File: src/pa_timer_pkg.sv
// Overview of operation
// [RQ1] Accumulator enable switches the whole accumulator, independent of timer enable.
// [RQ2] Mode bit: zero counts events, one accumulates gated time.
// [RQ3] Event mode counts falling edges with edge select zero, rising with one.
// [RQ4] Gated mode counts divide-by-64 ticks while pin at level; trailing edge flags.
// [RQ5] Divide-by-64 ticks exist only while the main timer runs.
// [RQ6] Clock select picks prescaler, accumulator clock, its /256 or /65536.
// [RQ7] Accumulator disabled: main counter always uses the prescaler clock.
// [RQ8] Clock selection change acts immediately on write.
// [RQ9] Each flag raises its request only when its enable bit is one.
// [RQ10] With fast clear set, any count register access clears all flags.
// [RQ11] Overflow flag sets on wrap from all ones; write one to bit 1 clears.
// [RQ12] Edge flag sets on selected edge; write one to bit 0 clears.
// [RQ13] Software accesses the count as one word in a single transfer.
// [RQ14] Test register always readable, writable in special mode; timer bypass bit.
// [RQ15] Accumulator bypass splits counter into two 8-bit halves clocked directly.
// [RQ16] Port read gives pin level for inputs, driver level for outputs.
// [RQ17] Port latch writes never alter a pin driven by compare output.
// [RQ18] Accumulator input pulses last longer than two module clocks.
// [RQ19] Direction bit zero is input, one output; all reset to zero.
// [RQ20] Enabled compare forces pin output; direction bit kept; captures never override.
// [RQ21] Timer stops in stop mode, in debug or wait only with freeze bits.
// [RQ22] Timer or accumulator disabled stops operation; registers stay accessible. Timer disabled: accumulator clock selects still drive timerCountTick.
package pa_timer_pkg;
  // ==========================================================
  // register indices; byte address is four times the index
  localparam logic [9:0] IDX_CONTROL = 10'h0A0;
  localparam logic [9:0] IDX_FLAGS = 10'h0A1;
  localparam logic [9:0] IDX_COUNT = 10'h0A2;
  localparam logic [9:0] IDX_SYSCTL = 10'h0A6;
  localparam logic [9:0] IDX_TEST = 10'h0AD;
  localparam logic [9:0] IDX_PORTDATA = 10'h0AE;
  localparam logic [9:0] IDX_DIRECTION = 10'h0AF;
  // ==========================================================
  // control field positions
  localparam int CTL_ENABLE = 6;
  localparam int CTL_MODE = 5;
  localparam int CTL_EDGE = 4;
  localparam int CTL_CLKSEL_HI = 3;
  localparam int CTL_CLKSEL_LO = 2;
  localparam int CTL_OVF_IE = 1;
  localparam int CTL_EDGE_IE = 0;
  localparam int FLG_OVF = 1;
  localparam int FLG_EDGE = 0;
  localparam int SYS_TIMER_EN = 7;
  localparam int SYS_WAIT_FRZ = 6;
  localparam int SYS_DEBUG_FRZ = 5;
  localparam int SYS_FAST_CLR = 4;
  localparam int TST_TIMER_BYP = 1;
  localparam int TST_ACCUM_BYP = 0;
  // ==========================================================
  // reset values and timing
  localparam logic [7:0] RST_CONTROL = 8'h00;
  localparam logic [7:0] RST_SYSCTL = 8'h00;
  localparam logic [7:0] RST_TEST = 8'h00;
  localparam logic [7:0] RST_PORTDATA = 8'h00;
  localparam logic [7:0] RST_DIRECTION = 8'h00;
  localparam logic [15:0] RST_COUNT = 16'h0000;
  localparam logic [5:0] DIV64_LAST = 6'h3F;
  localparam logic [1:0] CLK_PRESCALER = 2'h0;
  localparam logic [1:0] CLK_ACCUM = 2'h1;
  localparam logic [1:0] CLK_ACCUM_256 = 2'h2;
  localparam logic [1:0] CLK_ACCUM_64K = 2'h3;
  localparam int ACCUM_PIN = 7;
  typedef enum logic [1:0] {
    BUS_IDLE = 2'b00,
    BUS_RD_WAIT = 2'b01,
    BUS_RD_DATA = 2'b11,
    BUS_WR_DATA = 2'b10
  } bus_state_t;
endpackage

File: src/pulse_accumulator_timer_port.sv
`timescale 1ns/10ps
`default_nettype none
module pulse_accumulator_timer_port (
  input wire logic sys_clk,
  input wire logic rst,
  input wire logic hsel,
  input wire logic [31:0] haddr,
  input wire logic [1:0] htrans,
  input wire logic hwrite,
  input wire logic [2:0] hsize,
  input wire logic hready,
  input wire logic [31:0] hwdata,
  output logic [31:0] hrdata,
  output logic hreadyout,
  output logic hresp,
  input wire logic [7:0] portIn,
  output logic [7:0] portOut,
  output logic [7:0] portOe,
  input wire logic [7:0] compareEnable,
  input wire logic [7:0] compareLevel,
  input wire logic prescalerTick,
  input wire logic stopMode,
  input wire logic debugMode,
  input wire logic waitMode,
  input wire logic specialModeN,
  output logic timerCountTick,
  output logic timerChainBypass,
  output logic timerRun,
  output logic accumOverflowIrq,
  output logic accumEdgeIrq
);
  import pa_timer_pkg::*;

  // ==========================================================
  // registers
  logic [7:0] control_r;
  logic [7:0] sysctl_r;
  logic [7:0] test_r;
  logic [7:0] portLatch_r;
  logic [7:0] direction_r;
  logic [15:0] count_r;
  logic overflowFlag_r;
  logic edgeFlag_r;
  logic [31:0] hrdata_r;
  bus_state_t busState_r;
  bus_state_t busState_nxt;
  logic [9:0] addrIdx_r;
  logic [5:0] div64_r;
  logic pinSync1_r;
  logic pinSync2_r;
  logic pinPrev_r;

  logic accumEnable;
  logic accumModeSelect;
  logic accumEdgeSelect;
  logic [1:0] clockSelect;
  logic accumRun;
  logic div64Tick;
  logic risingEdge;
  logic fallingEdge;
  logic countEdge;
  logic gateOpen;
  logic trailingEdge;
  logic accumClock;
  logic countWrap;
  logic lowWrap;
  logic addrAccept;
  logic wrEn;
  logic countAccess;
  logic fastClear;
  logic [7:0] portDrive;
  logic [7:0] portReadback;
  logic [31:0] readMux;

  assign accumEnable = control_r[CTL_ENABLE];
  assign accumModeSelect = control_r[CTL_MODE];
  assign accumEdgeSelect = control_r[CTL_EDGE];
  assign clockSelect = {control_r[CTL_CLKSEL_HI], control_r[CTL_CLKSEL_LO]};

  // ==========================================================
  // run conditions
  assign timerRun = sysctl_r[SYS_TIMER_EN] && !stopMode &&
    !(debugMode && sysctl_r[SYS_DEBUG_FRZ]) &&
    !(waitMode && sysctl_r[SYS_WAIT_FRZ]); // RQ21 RQ22
  // accumulator freezes with the timer's low-power conditions too
  assign accumRun = accumEnable && !stopMode &&
    !(debugMode && sysctl_r[SYS_DEBUG_FRZ]) &&
    !(waitMode && sysctl_r[SYS_WAIT_FRZ]); // RQ1 RQ22
  assign timerChainBypass = test_r[TST_TIMER_BYP]; // RQ14

  // ==========================================================
  // divide-by-64 time base, part of the timer prescaler
  always_ff @(posedge sys_clk or posedge rst) begin
    if (rst) begin
      div64_r <= 6'h00;
    end else if (timerRun) begin // RQ5
      div64_r <= div64_r + 6'h01;
    end
  end
  assign div64Tick = timerRun && (div64_r == DIV64_LAST); // RQ5

  // ==========================================================
  // input pin synchroniser; edges compare the second stage with pinPrev_r, the first stage is never examined
  always_ff @(posedge sys_clk or posedge rst) begin
    if (rst) begin
      pinSync1_r <= 1'b0;
      pinSync2_r <= 1'b0;
      pinPrev_r <= 1'b0;
    end else begin
      pinSync1_r <= portIn[ACCUM_PIN]; // RQ18
      pinSync2_r <= pinSync1_r;
      pinPrev_r <= pinSync2_r;
    end
  end
  assign risingEdge = pinSync2_r && !pinPrev_r;
  assign fallingEdge = !pinSync2_r && pinPrev_r;
  assign countEdge = accumEdgeSelect ? risingEdge : fallingEdge; // RQ3
  // gate level is high for edge select 0 and low for 1
  assign gateOpen = (pinSync2_r != accumEdgeSelect); // RQ4
  assign trailingEdge = accumEdgeSelect ? risingEdge : fallingEdge; // RQ4
  assign accumClock = accumRun && (accumModeSelect ?
    (gateOpen && div64Tick) : countEdge); // RQ2 RQ3 RQ4

  // in bypass both halves step together with no carry between them
  assign lowWrap = accumClock && (count_r[7:0] == 8'hFF);
  assign countWrap = test_r[TST_ACCUM_BYP] ?
    (accumClock && (count_r[15:8] == 8'hFF)) :
    (accumClock && (count_r == 16'hFFFF)); // RQ11 RQ15

  // ==========================================================
  // main timer clock selection, purely combinational for no delay
  always_comb begin
    if (!accumEnable || clockSelect == CLK_PRESCALER) begin // RQ7
      // bypass skips the prescaler: every running cycle ticks
      timerCountTick = timerRun &&
        (test_r[TST_TIMER_BYP] || prescalerTick); // RQ14
    end else begin
      case (clockSelect) // RQ6 RQ8
        CLK_ACCUM: timerCountTick = accumClock;
        CLK_ACCUM_256: timerCountTick = lowWrap;
        CLK_ACCUM_64K: timerCountTick = accumClock &&
          (count_r == 16'hFFFF);
        default: timerCountTick = 1'b0;
      endcase
    end
  end

  // ==========================================================
  // AHB-Lite slave: writes take no wait state, reads one
  assign addrAccept = hsel && htrans[1] && hready;
  assign wrEn = (busState_r == BUS_WR_DATA);
  assign countAccess = addrAccept && (haddr[11:2] == IDX_COUNT);
  assign fastClear = countAccess && sysctl_r[SYS_FAST_CLR]; // RQ10
  assign hreadyout = (busState_r != BUS_RD_WAIT);
  assign hresp = 1'b0;
  assign hrdata = hrdata_r;

  always_comb begin
    busState_nxt = busState_r;
    case (busState_r)
      BUS_RD_WAIT: busState_nxt = BUS_RD_DATA;
      BUS_IDLE, BUS_RD_DATA, BUS_WR_DATA: begin
        if (addrAccept) begin
          busState_nxt = hwrite ? BUS_WR_DATA : BUS_RD_WAIT;
        end else begin
          busState_nxt = BUS_IDLE;
        end
      end
      default: busState_nxt = BUS_IDLE;
    endcase
  end

  always_ff @(posedge sys_clk or posedge rst) begin
    if (rst) begin
      busState_r <= BUS_IDLE;
      addrIdx_r <= 10'h000;
    end else begin
      busState_r <= busState_nxt;
      if (addrAccept) begin
        addrIdx_r <= haddr[11:2];
      end
    end
  end

  // ==========================================================
  // readback
  always_comb begin
    for (int i = 0; i < 8; i++) begin
      // outputs reflect the driver input, inputs the pin
      portReadback[i] = portOe[i] ? portDrive[i] : portIn[i]; // RQ16
    end
  end

  always_comb begin
    readMux = 32'h0000_0000;
    case (addrIdx_r)
      IDX_CONTROL: readMux[7:0] = control_r;
      IDX_FLAGS: begin
        readMux[FLG_OVF] = overflowFlag_r;
        readMux[FLG_EDGE] = edgeFlag_r;
      end
      IDX_COUNT: readMux[15:0] = count_r; // RQ13
      IDX_SYSCTL: readMux[7:0] = sysctl_r;
      IDX_TEST: readMux[7:0] = test_r; // RQ14
      IDX_PORTDATA: readMux[7:0] = portReadback; // RQ16
      IDX_DIRECTION: readMux[7:0] = direction_r;
      default: readMux = 32'h0000_0000;
    endcase
  end

  always_ff @(posedge sys_clk or posedge rst) begin
    if (rst) begin
      hrdata_r <= 32'h0000_0000;
    end else if (busState_r == BUS_RD_WAIT) begin
      hrdata_r <= readMux;
    end
  end

  // ==========================================================
  // configuration registers
  always_ff @(posedge sys_clk or posedge rst) begin
    if (rst) begin
      control_r <= RST_CONTROL;
      sysctl_r <= RST_SYSCTL;
      direction_r <= RST_DIRECTION; // RQ19
      portLatch_r <= RST_PORTDATA;
    end else if (wrEn) begin
      case (addrIdx_r)
        IDX_CONTROL: control_r <= {1'b0, hwdata[6:0]}; // RQ8
        IDX_SYSCTL: sysctl_r <= {hwdata[7:4], 4'h0};
        IDX_DIRECTION: direction_r <= hwdata[7:0]; // RQ19
        IDX_PORTDATA: portLatch_r <= hwdata[7:0]; // RQ16
        default: ;
      endcase
    end
  end

  always_ff @(posedge sys_clk or posedge rst) begin
    if (rst) begin
      test_r <= RST_TEST;
    end else if (wrEn && addrIdx_r == IDX_TEST && !specialModeN) begin
      test_r <= {6'h00, hwdata[1:0]}; // RQ14
    end
  end

  // ==========================================================
  // accumulator count; a software write wins over a count step
  always_ff @(posedge sys_clk or posedge rst) begin
    if (rst) begin
      count_r <= RST_COUNT;
    end else if (wrEn && addrIdx_r == IDX_COUNT) begin
      count_r <= hwdata[15:0]; // RQ13 RQ22
    end else if (accumClock) begin
      if (test_r[TST_ACCUM_BYP]) begin
        count_r <= {count_r[15:8] + 8'h01,
          count_r[7:0] + 8'h01}; // RQ15
      end else begin
        count_r <= count_r + 16'h0001; // RQ2
      end
    end
  end

  // ==========================================================
  // flags: a hardware set in the clearing cycle survives
  logic flagWrite;
  assign flagWrite = wrEn && (addrIdx_r == IDX_FLAGS);

  always_ff @(posedge sys_clk or posedge rst) begin
    if (rst) begin
      overflowFlag_r <= 1'b0;
    end else if (countWrap) begin
      overflowFlag_r <= 1'b1; // RQ11
    end else if ((flagWrite && hwdata[FLG_OVF]) || fastClear) begin
      overflowFlag_r <= 1'b0; // RQ11 RQ10
    end
  end

  logic edgeEvent;
  assign edgeEvent = accumRun && (accumModeSelect ?
    trailingEdge : countEdge); // RQ12

  always_ff @(posedge sys_clk or posedge rst) begin
    if (rst) begin
      edgeFlag_r <= 1'b0;
    end else if (edgeEvent) begin
      edgeFlag_r <= 1'b1; // RQ12
    end else if ((flagWrite && hwdata[FLG_EDGE]) || fastClear) begin
      edgeFlag_r <= 1'b0; // RQ12 RQ10
    end
  end

  assign accumOverflowIrq = overflowFlag_r && control_r[CTL_OVF_IE]; // RQ9
  assign accumEdgeIrq = edgeFlag_r && control_r[CTL_EDGE_IE]; // RQ9

  // ==========================================================
  // port pins: compare outputs override direction and latch
  assign portDrive = (compareEnable & compareLevel) |
    (~compareEnable & portLatch_r); // RQ17
  assign portOe = direction_r | compareEnable; // RQ20
  assign portOut = portDrive; // RQ16

  // ==========================================================
  // checks
  AST_COUNT_STEP: assert property (@(posedge sys_clk) disable iff (rst)
    accumClock && !wrEn && !test_r[TST_ACCUM_BYP] |=>
      count_r == $past(count_r) + 16'h0001) // RQ2
    else $error("count did not step on accumulator clock");

  AST_ACCUM_IDLE: assert property (@(posedge sys_clk) disable iff (rst)
    !accumEnable |-> !accumClock && !edgeEvent) // RQ1
    else $error("accumulator active while disabled");

  AST_EVENT_EDGE: assert property (@(posedge sys_clk) disable iff (rst)
    accumRun && !accumModeSelect && !accumEdgeSelect &&
      $fell(pinSync2_r) |-> accumClock) // RQ3
    else $error("falling edge not counted");

  AST_GATED_TIMER: assert property (@(posedge sys_clk) disable iff (rst)
    accumModeSelect && !timerRun |-> !accumClock) // RQ5
    else $error("gated count without running timer");

  AST_PRESCALER_PATH: assert property (@(posedge sys_clk)
    disable iff (rst)
    !accumEnable |-> timerCountTick ==
      (timerRun && (test_r[TST_TIMER_BYP] || prescalerTick))) // RQ7
    else $error("timer clock not from prescaler");

  // a count write in the wrap cycle wins, so it is left out
  AST_OVF_SET: assert property (@(posedge sys_clk) disable iff (rst)
    countWrap && !(wrEn && addrIdx_r == IDX_COUNT) |=>
      overflowFlag_r && count_r[15:8] == 8'h00) // RQ11
    else $error("overflow flag missing after wrap");

  AST_FAST_CLEAR: assert property (@(posedge sys_clk) disable iff (rst)
    fastClear && !countWrap && !edgeEvent |=>
      !overflowFlag_r && !edgeFlag_r) // RQ10
    else $error("fast clear left a flag set");

  AST_IRQ_GATE: assert property (@(posedge sys_clk) disable iff (rst)
    edgeEvent && control_r[CTL_EDGE_IE] && !wrEn |=> accumEdgeIrq) // RQ9
    else $error("edge request missing after enabled edge");

  AST_EDGE_SET: assert property (@(posedge sys_clk) disable iff (rst)
    edgeEvent |=> edgeFlag_r) // RQ12
    else $error("edge flag missing after selected edge");

  AST_COMPARE_PIN: assert property (@(posedge sys_clk) disable iff (rst)
    compareEnable[0] |-> portOe[0] && portOut[0] == compareLevel[0]) // RQ17
    else $error("compare output not driving pin");

  AST_TEST_LOCK: assert property (@(posedge sys_clk) disable iff (rst)
    specialModeN |=> $stable(test_r)) // RQ14
    else $error("test register changed outside special mode");

  AST_READ_WAIT: assert property (@(posedge sys_clk) disable iff (rst)
    addrAccept && !hwrite |=> !hreadyout ##1 hreadyout) // RQ22
    else $error("read answer not after one wait state");

  COV_OVERFLOW: cover property (@(posedge sys_clk) disable iff (rst)
    countWrap ##1 accumOverflowIrq);
  COV_GATED: cover property (@(posedge sys_clk) disable iff (rst)
    accumModeSelect && accumClock ##[1:200] edgeEvent);
  COV_FAST_CLEAR: cover property (@(posedge sys_clk) disable iff (rst)
    edgeFlag_r && fastClear ##1 !edgeFlag_r);
  COV_DIV256: cover property (@(posedge sys_clk) disable iff (rst)
    accumEnable && clockSelect == CLK_ACCUM_256 && timerCountTick);
  COV_SPLIT: cover property (@(posedge sys_clk) disable iff (rst)
    test_r[TST_ACCUM_BYP] && accumClock);
endmodule
`default_nettype wire

File: config.mk
export PLATFORM = sky130hd
export DESIGN_NAME = pulse_accumulator_timer_port
export DESIGN_NICKNAME = d
export VERILOG_FILES = /design/src/pa_timer_pkg.sv /design/src/pulse_accumulator_timer_port.sv
export SDC_FILE = /design/constraint.sdc
export NUM_CORES = 1
export LEC_CHECK = 0
export ABC_AREA = 1
export BUFFER_PORTS_ARGS = -buffer_cell sky130_fd_sc_hd__buf_4
export CORE_AREA = 2 2 118 120
export DETAILED_ROUTE_END_ITERATION = 6
export DIE_AREA = 0 0 120 122
export GPL_ROUTABILITY_DRIVEN = 0
export PLACE_DENSITY = 0.71
export SLEW_MARGIN = 20
export SYNTH_ARGS = -nofsm -noshare
export SYNTH_HDL_FRONTEND = slang
export SYNTH_SLANG_ARGS = --single-unit
File: constraint.sdc
create_clock -name sys_clk -period 5 [get_ports sys_clk]
set_clock_uncertainty 0.05 [all_clocks]
set_input_delay 1 -clock sys_clk [delete_from_list [all_inputs] [get_ports sys_clk]]
set_output_delay 1 -clock sys_clk [all_outputs]
set_load 0.01 [all_outputs]
==> impl_metrics.tcl, run 1 <==
set metrics [dict create \
    p_per_area_nw_per_um2 325 \
    rr_worst_depth 8 \
    postRouteWirelength_um 13200 \
    synthCells 668 \
    cts_hold_buf 0 \
    holdPathStages 0 \
    path_class "in2out" \
    worstMarginPinSlew_ns 0.938 \
    grt.total_usage 0.187 \
    diodes 0 \
    cts.reportedPaths.clkPinSlew_ns 0.06 \
    cp-end-kind "primary output" \
    hp-start "pinSync1_r$_DFF_PP0_" \
    setup_tns_ns 0 \
    wl_met3_um 745 \
    grt_max_degree 55 \
    rsz0062_at_grt "false" \
    r2r-end "count_r[15]$_DFFE_PP0P_" \
    met2_length_um 6130 \
    final_nets 872 \
    io_buffers 98 \
    area_growth_pct 21.2 \
    drc 0 \
    ant_nets 0 \
    fin_area_sq_um 6150 \
    coreArea_sq_um 13500 \
    finalCritPeriodShare 0.674 \
    wire_per_inst_um 13.8 \
    m1WireLength_um 5970 \
    timing.critical_path.max_delay_family "simple AND/OR/NAND/NOR gates" \
    holdPathEnd "pinSync2_r$_DFF_PP0_" \
    fillerInstances 1360 \
    whs_ns 0.300 \
    synth_seq_area_share 0.414 \
    slew-limit-headroom 0.375 \
    dpl.hpwl_um 10100 \
    worstSkewPairLatency_ns 0.34 \
    die_w_um 120 \
    tritoncts "built" \
    status "completed" \
    fin_crit_ns 3.37 \
    cts_inserted_buffers 9 \
    start_kind "primary input" \
    die_h_um 122 \
    std_cell_rows 43 \
    grt_overflow_total 0 \
    regToRegSetupSlack_ns 3.06 \
    cts_root_buf "clkbuf_16" \
    start_util 0.376 \
    grt_pass1_vias 4360 \
    cts_setup_buffers 0 \
    worstReg2RegStart "addrIdx_r[9]$_DFFE_PP0P_" \
    crit_arrival_ns 2.32 \
    path_cells "buf_4 -> nand2_1 -> nand2_1 -> nor2_4 -> nand3_1 -> nand2_1 -> nand2_2 -> o22ai_1 -> buf_4" \
    ctsResizeCount 0 \
    crit_top_cell "nand2_1" \
    fmax_mhz 297 \
    viasPerCell 4.93 \
    dr.pass1.iters 5 \
    p_leak_nw 3.20 \
    io_pins 158 \
    vias 4684 \
    antenna_found_initial 0 \
    synthesis.area_sq_um 5070 \
    cp_max_fo 11 \
    top_layer "met4" \
    cts_buffer_depth 2 \
    ir_worst_vdd_uv 162 \
    cp_data_required_time_ns 3.95 \
    drv_slew 0 \
    drive_gt1_frac 0.236 \
    max_stage_delay_ns 0.27 \
    clkSinkCount 84 \
    yosys_register_bits 84 \
    ys_types 41 \
    avgSynthCellArea_sq_um 7.60 \
    setup_viol 0 \
    path_depth 9 \
    place_area_sq_um 5880 \
    drv_cap 0 \
    hold_violations 0 \
    htreeDepth 3 \
    crit_buf_inv 2 \
    drt_iter0_drc 301 \
    hp-class "reg2reg" \
    yosys_warnings 0 \
    cp_slowest_cell "o22ai_1" \
    dieArea_sq_um 14600 \
    grt_pass1_wl_um 21700 \
]
## worst register-to-register path, cell delays in order, from the launching register on
cell and delay (ns):
dfrtp_1 0.41, nor2_4 0.38, nand2_4 0.12, nor2_4 0.19
nand2_4 0.18, nand2_4 0.28, nand3_1 0.12, nand2_1 0.07
inv_1 0.03
## power breakdown
group | total [mW] | internal [mW] | switching, mW
clock network | 0.611 | 0.336 | 0.275
registers | 0.881 | 0.780 | 0.102
logic | 0.503 | 0.196 | 0.306
total | 2.00 | 1.31 | 0.683
## state kept, by name (all words and copies together) (netlist names)
signal	flops
pinSync2_r	1
pinPrev_r	1
control_r	7
div64_r	6
direction_r	8
overflowFlag_r	1
pinSync1_r	1
hrdata	16
test_r	2
sysctl_r	4
busState_r	2
count_r	16
edgeFlag_r	1
portLatch_r	8
addrIdx_r	10
## cell usage after synthesis, drive strengths merged
library cell | count | share of area
o21ai | 66 | 0.083
clkbuf | 3 | 0.0022
ha | 3 | 0.0074
nand3b | 2 | 0.0030
conb | 1 | 0.00074
and3 | 1 | 0.0012
o21bai | 1 | 0.0015
o22ai | 1 | 0.0012
xor2 | 11 | 0.019
or2 | 6 | 0.0074
o31ai | 9 | 0.013
nand2 | 230 | 0.18
inv | 74 | 0.055
nand4 | 15 | 0.021
a21oi | 6 | 0.0074
nor3 | 9 | 0.012
nand3 | 65 | 0.070
o211ai | 1 | 0.0015
dfrtp | 84 | 0.41
clkinv | 2 | 0.0017
nor2 | 52 | 0.055
buf | 26 | 0.043
## layer usage
| layer | vias up | GRT usage |
|---|---|---|
| li1 | 2320 | - |
| met3 | 24 | 0.0290 |
| met4 | 0 | 0.0728 |
| met5 | - | 0 |
| met1 | 2181 | 0.255 |
| met2 | 159 | 0.300 |
## logic make-up after synthesis
logic type / after synthesis / share of synthesized area
buffers and inverters: 105 / 0.102
xor gates and xnor gates: 11 / 0.0190
AOI/OAI and AO/OA: 84 / 0.108
DFF: 84 / 0.414
adders and majority gates: 3 / 0.00740
other: 1 / 0.000739
and+or+nand+nor: 380 / 0.349
## metrics by stage
step | power (mW) | util | setup slack [ns] | cells
global route | 2.11 | 0.455 | 1.54 | 950
finish | 2.00 | 0.455 | 1.63 | 950
floorplan | 1.21 | - | 1.78 | 684
global placement | 1.38 | 0.435 | 1.70 | 935
detailed placement | 1.39 | 0.435 | 1.68 | 935
CTS | 2.00 | 0.455 | 1.67 | 950
## cell type report
type,count,area [sq um],share of cell area
Multi-Input combinational cell,495,2510,0.409
Sequential cell,84,2100,0.342
Timing Repair Buffer,100,751,0.122
Inverter,76,288,0.0468
Clock buffer,10,229,0.0372
Tap cell,180,225,0.0366
Clock inverter,5,38.8,0.00631
## how the worst max path moves through the flow
stage,startpoint,endpoint,slack (ns)
6_report,debugMode,timerCountTick,1.63
3_5_place_dp,waitMode,timerCountTick,1.68
2_1_floorplan,rst,addrIdx_r[0]$_DFFE_PP0P_,1.78
5_1_grt,waitMode,timerCountTick,1.54
4_1_cts,debugMode,timerCountTick,1.67
3_3_place_gp,waitMode,timerCountTick,1.70
## cells in the final DEF, fill, tap and decap left out, types with 2 or more instances in the layout
cell type	n
dfrtp_1	84
nor2_2	3
nand2_1	220
nand2_4	4
or2_2	5
ha_1	3
conb_1	17
nand4_1	14
a21oi_2	2
o31ai_1	9
inv_1	67
clkbuf_16	9
nor2_1	40
nand2_2	6
nand3b_1	2
xor2_1	11
clkinv_4	2
inv_2	6
buf_4	100
o21ai_0	39
nor2_4	8
clkinv_2	3
a21oi_1	4
o21ai_1	3
nand3_1	61
nor3_1	7
nand3_2	3
o21ai_2	24
Note: power is estimated with default switching activity, not from simulation.
==> run 2: changes to the inputs <==
--- a/config.mk
+++ b/config.mk
@@ -11,7 +11,7 @@
 export DETAILED_ROUTE_END_ITERATION = 6
 export DIE_AREA = 0 0 120 122
 export GPL_ROUTABILITY_DRIVEN = 0
-export PLACE_DENSITY = 0.71
+export PLACE_DENSITY = 0.74
 export SLEW_MARGIN = 20
 export SYNTH_ARGS = -nofsm -noshare
 export SYNTH_HDL_FRONTEND = slang
==> constraint.sdc (replaced) <==
create_clock -name sys_clk -period 3.1 [get_ports sys_clk]
set_clock_uncertainty 0.05 [all_clocks]
set_input_delay 0.62 -clock sys_clk [delete_from_list [all_inputs] [get_ports sys_clk]]
set_output_delay 0.62 -clock sys_clk [all_outputs]
set_load 0.01 [all_outputs]
==> run 2 against run 1 <==
Combinational power increased by 61%. Critical path depth decreased by 1. Non-clock buffer count increased by 1. Flip-flop and latch count unchanged. Clock power increased by 78%. Cell count increased by 0.21%. Sequential share of layout area decreased by 0.31 points. Largest power group unchanged.
==> impl_metrics.tcl, run 2 (same netlist as run 1, synthesis figures left out) <==
set metrics [dict create \
    die_w_um 120 \
    p_leak_nw 3.23 \
    std_cell_rows 43 \
    fmax_mhz 362 \
    start_util 0.376 \
    rsz0062_at_grt "false" \
    p_per_area_nw_per_um2 536 \
    finalCritPeriodShare 0.891 \
    drv_slew 0 \
    final_nets 873 \
    combPwrFrac 0.243 \
    grt_overflow_total 0 \
    grt_max_degree 50 \
    setup_tns_ns 0 \
    coreArea_sq_um 13500 \
    postRouteWirelength_um 13300 \
    cp_data_required_time_ns 2.43 \
    cts_setup_buffers 0 \
    io_buffers 98 \
    drt_iter0_drc 409 \
    timing.critical_path.max_delay_family "simple AND/OR/NAND/NOR gates" \
    max_stage_delay_ns 0.40 \
    crit_top_cell "nand3_1" \
    cp_slowest_cell "dfrtp_1" \
    tritoncts "built" \
    stdcell_count 952 \
    cp-end-kind "primary output" \
    crit_arrival_ns 2.09 \
    start_kind "flop" \
    ctsResizeCount 0 \
    slew-limit-headroom 0.576 \
    hold_violations 0 \
    cts_buffer_depth 2 \
    vias 4678 \
    io_pins 158 \
    placedCellCount 936 \
    antenna_found_initial 0 \
    cts_inserted_buffers 9 \
    diodes 0 \
    dieArea_sq_um 14600 \
    path_class "reg2out" \
    setup_slack_ns 0.337 \
    cp_max_fo 11 \
    area_growth_pct 22.3 \
    p_seq_frac 0.428 \
    grt_pass1_vias 4480 \
    fin_crit_ns 2.76 \
    ir_worst_vdd_uv 287 \
    path_cells "ha_1 -> nand3_1 -> nor2_1 -> nand3_1 -> nand2_1 -> nand2_2 -> o22ai_1 -> buf_4" \
    status "completed" \
    post-place-ws_ns 0.548 \
    worstSkewPairLatency_ns 0.34 \
    dr.pass1.iters 7 \
    wire_per_inst_um 13.9 \
    ant_nets 0 \
    swShare 0.331 \
    p_clk_frac 0.329 \
    crit_buf_inv 1 \
    grt_pass1_wl_um 21700 \
    die_h_um 122 \
    fillerInstances 1324 \
    cts_root_buf "clkbuf_16" \
    htreeDepth 3 \
    p_sw_mw 1.10 \
    internal_power_mw 2.23 \
    viasPerCell 4.91 \
    setup_viol 0 \
    final_common_cell "nand2_1" \
    worstMarginPinSlew_ns 0.635 \
    drc 0 \
    layout_common_cells "nand2_1, buf_4, dfrtp_1, inv_1, nand3_1" \
    dpl.hpwl_um 10100 \
    clkSinkCount 84 \
    grt.total_usage 0.188 \
    drv_cap 0 \
    hp-class "in2async" \
    cts_hold_buf 0 \
    cts.reportedPaths.clkPinSlew_ns 0.06 \
    drive_gt1_frac 0.238 \
]
[run 2: cell types whose count changed in the layout (fill, tap and decap cells not counted)]
cell / before / now
clkinvlp_4: 1 / 0
bufinv_16: 0 / 1
inv_6: 1 / 0
clkbuf_8: 0 / 1
clkinv_4: 2 / 3
buf_12: 0 / 1
[run 2: path summary, 6_finish.rpt]
path	slack [ns]	cells after the start	startpoint	to
worst min-delay path	0.29	2	rst	hrdata[10]$_DFFE_PP0N_
max in group asynchronous	2.02	3	rst	direction_r[1]$_DFFE_PP0P_
worst max-delay path	0.34	8	div64_r[0]$_DFFE_PP0P_	timerCountTick
min in group sys_clk	0.30	0	pinSync1_r$_DFF_PP0_	pinSync2_r$_DFF_PP0_
worst min register to register	0.30	0	pinSync1_r$_DFF_PP0_	pinSync2_r$_DFF_PP0_
worst max register to register	1.10	10	div64_r[0]$_DFFE_PP0P_	count_r[15]$_DFFE_PP0P_
[run 2: final cells by class]
type,instances,area (sq um),area share
sequential,84,2100,0.339
tap,180,225,0.0363
inverter,76,288,0.0464
multi-input combinational,495,2510,0.405
clock buffer,11,243,0.0391
clock inverter,5,61.3,0.00988
timing repair buffer,101,771,0.124
[run 2: power by group through the flow]
stage                     Combinational, mW  Sequential [mW]  Clock [mW]
final                                 0.809             1.42        1.09
after global routing                  0.920             1.45        1.16
after CTS                             0.812             1.42        1.11
after detailed placement              0.805             1.44           0
after global placement                0.791             1.43           0
after floorplan                       0.542             1.42           0
[run 2: through the flow]
stage	power [mW]	hold WS, ns	instance area [sq um]	utilization
2_1_floorplan	1.96	0.281	5130	-
3_5_place_dp	2.24	0.285	5900	0.437
3_3_place_gp	2.22	0.282	5900	0.437
4_1_cts	3.35	0.300	6200	0.459
6_report	3.33	0.295	6200	0.459
5_1_grt	3.53	0.323	6200	0.459
[run 2: metal layers]
metal | vias to the layer above | global-route usage | routed length [um]
li1 | 2311 | - | -
met1 | 2184 | 0.248 | 5760
met2 | 161 | 0.309 | 6320
met3 | 22 | 0.0356 | 906
met4 | 0 | 0.0684 | 265
met5 | - | 0 | 0
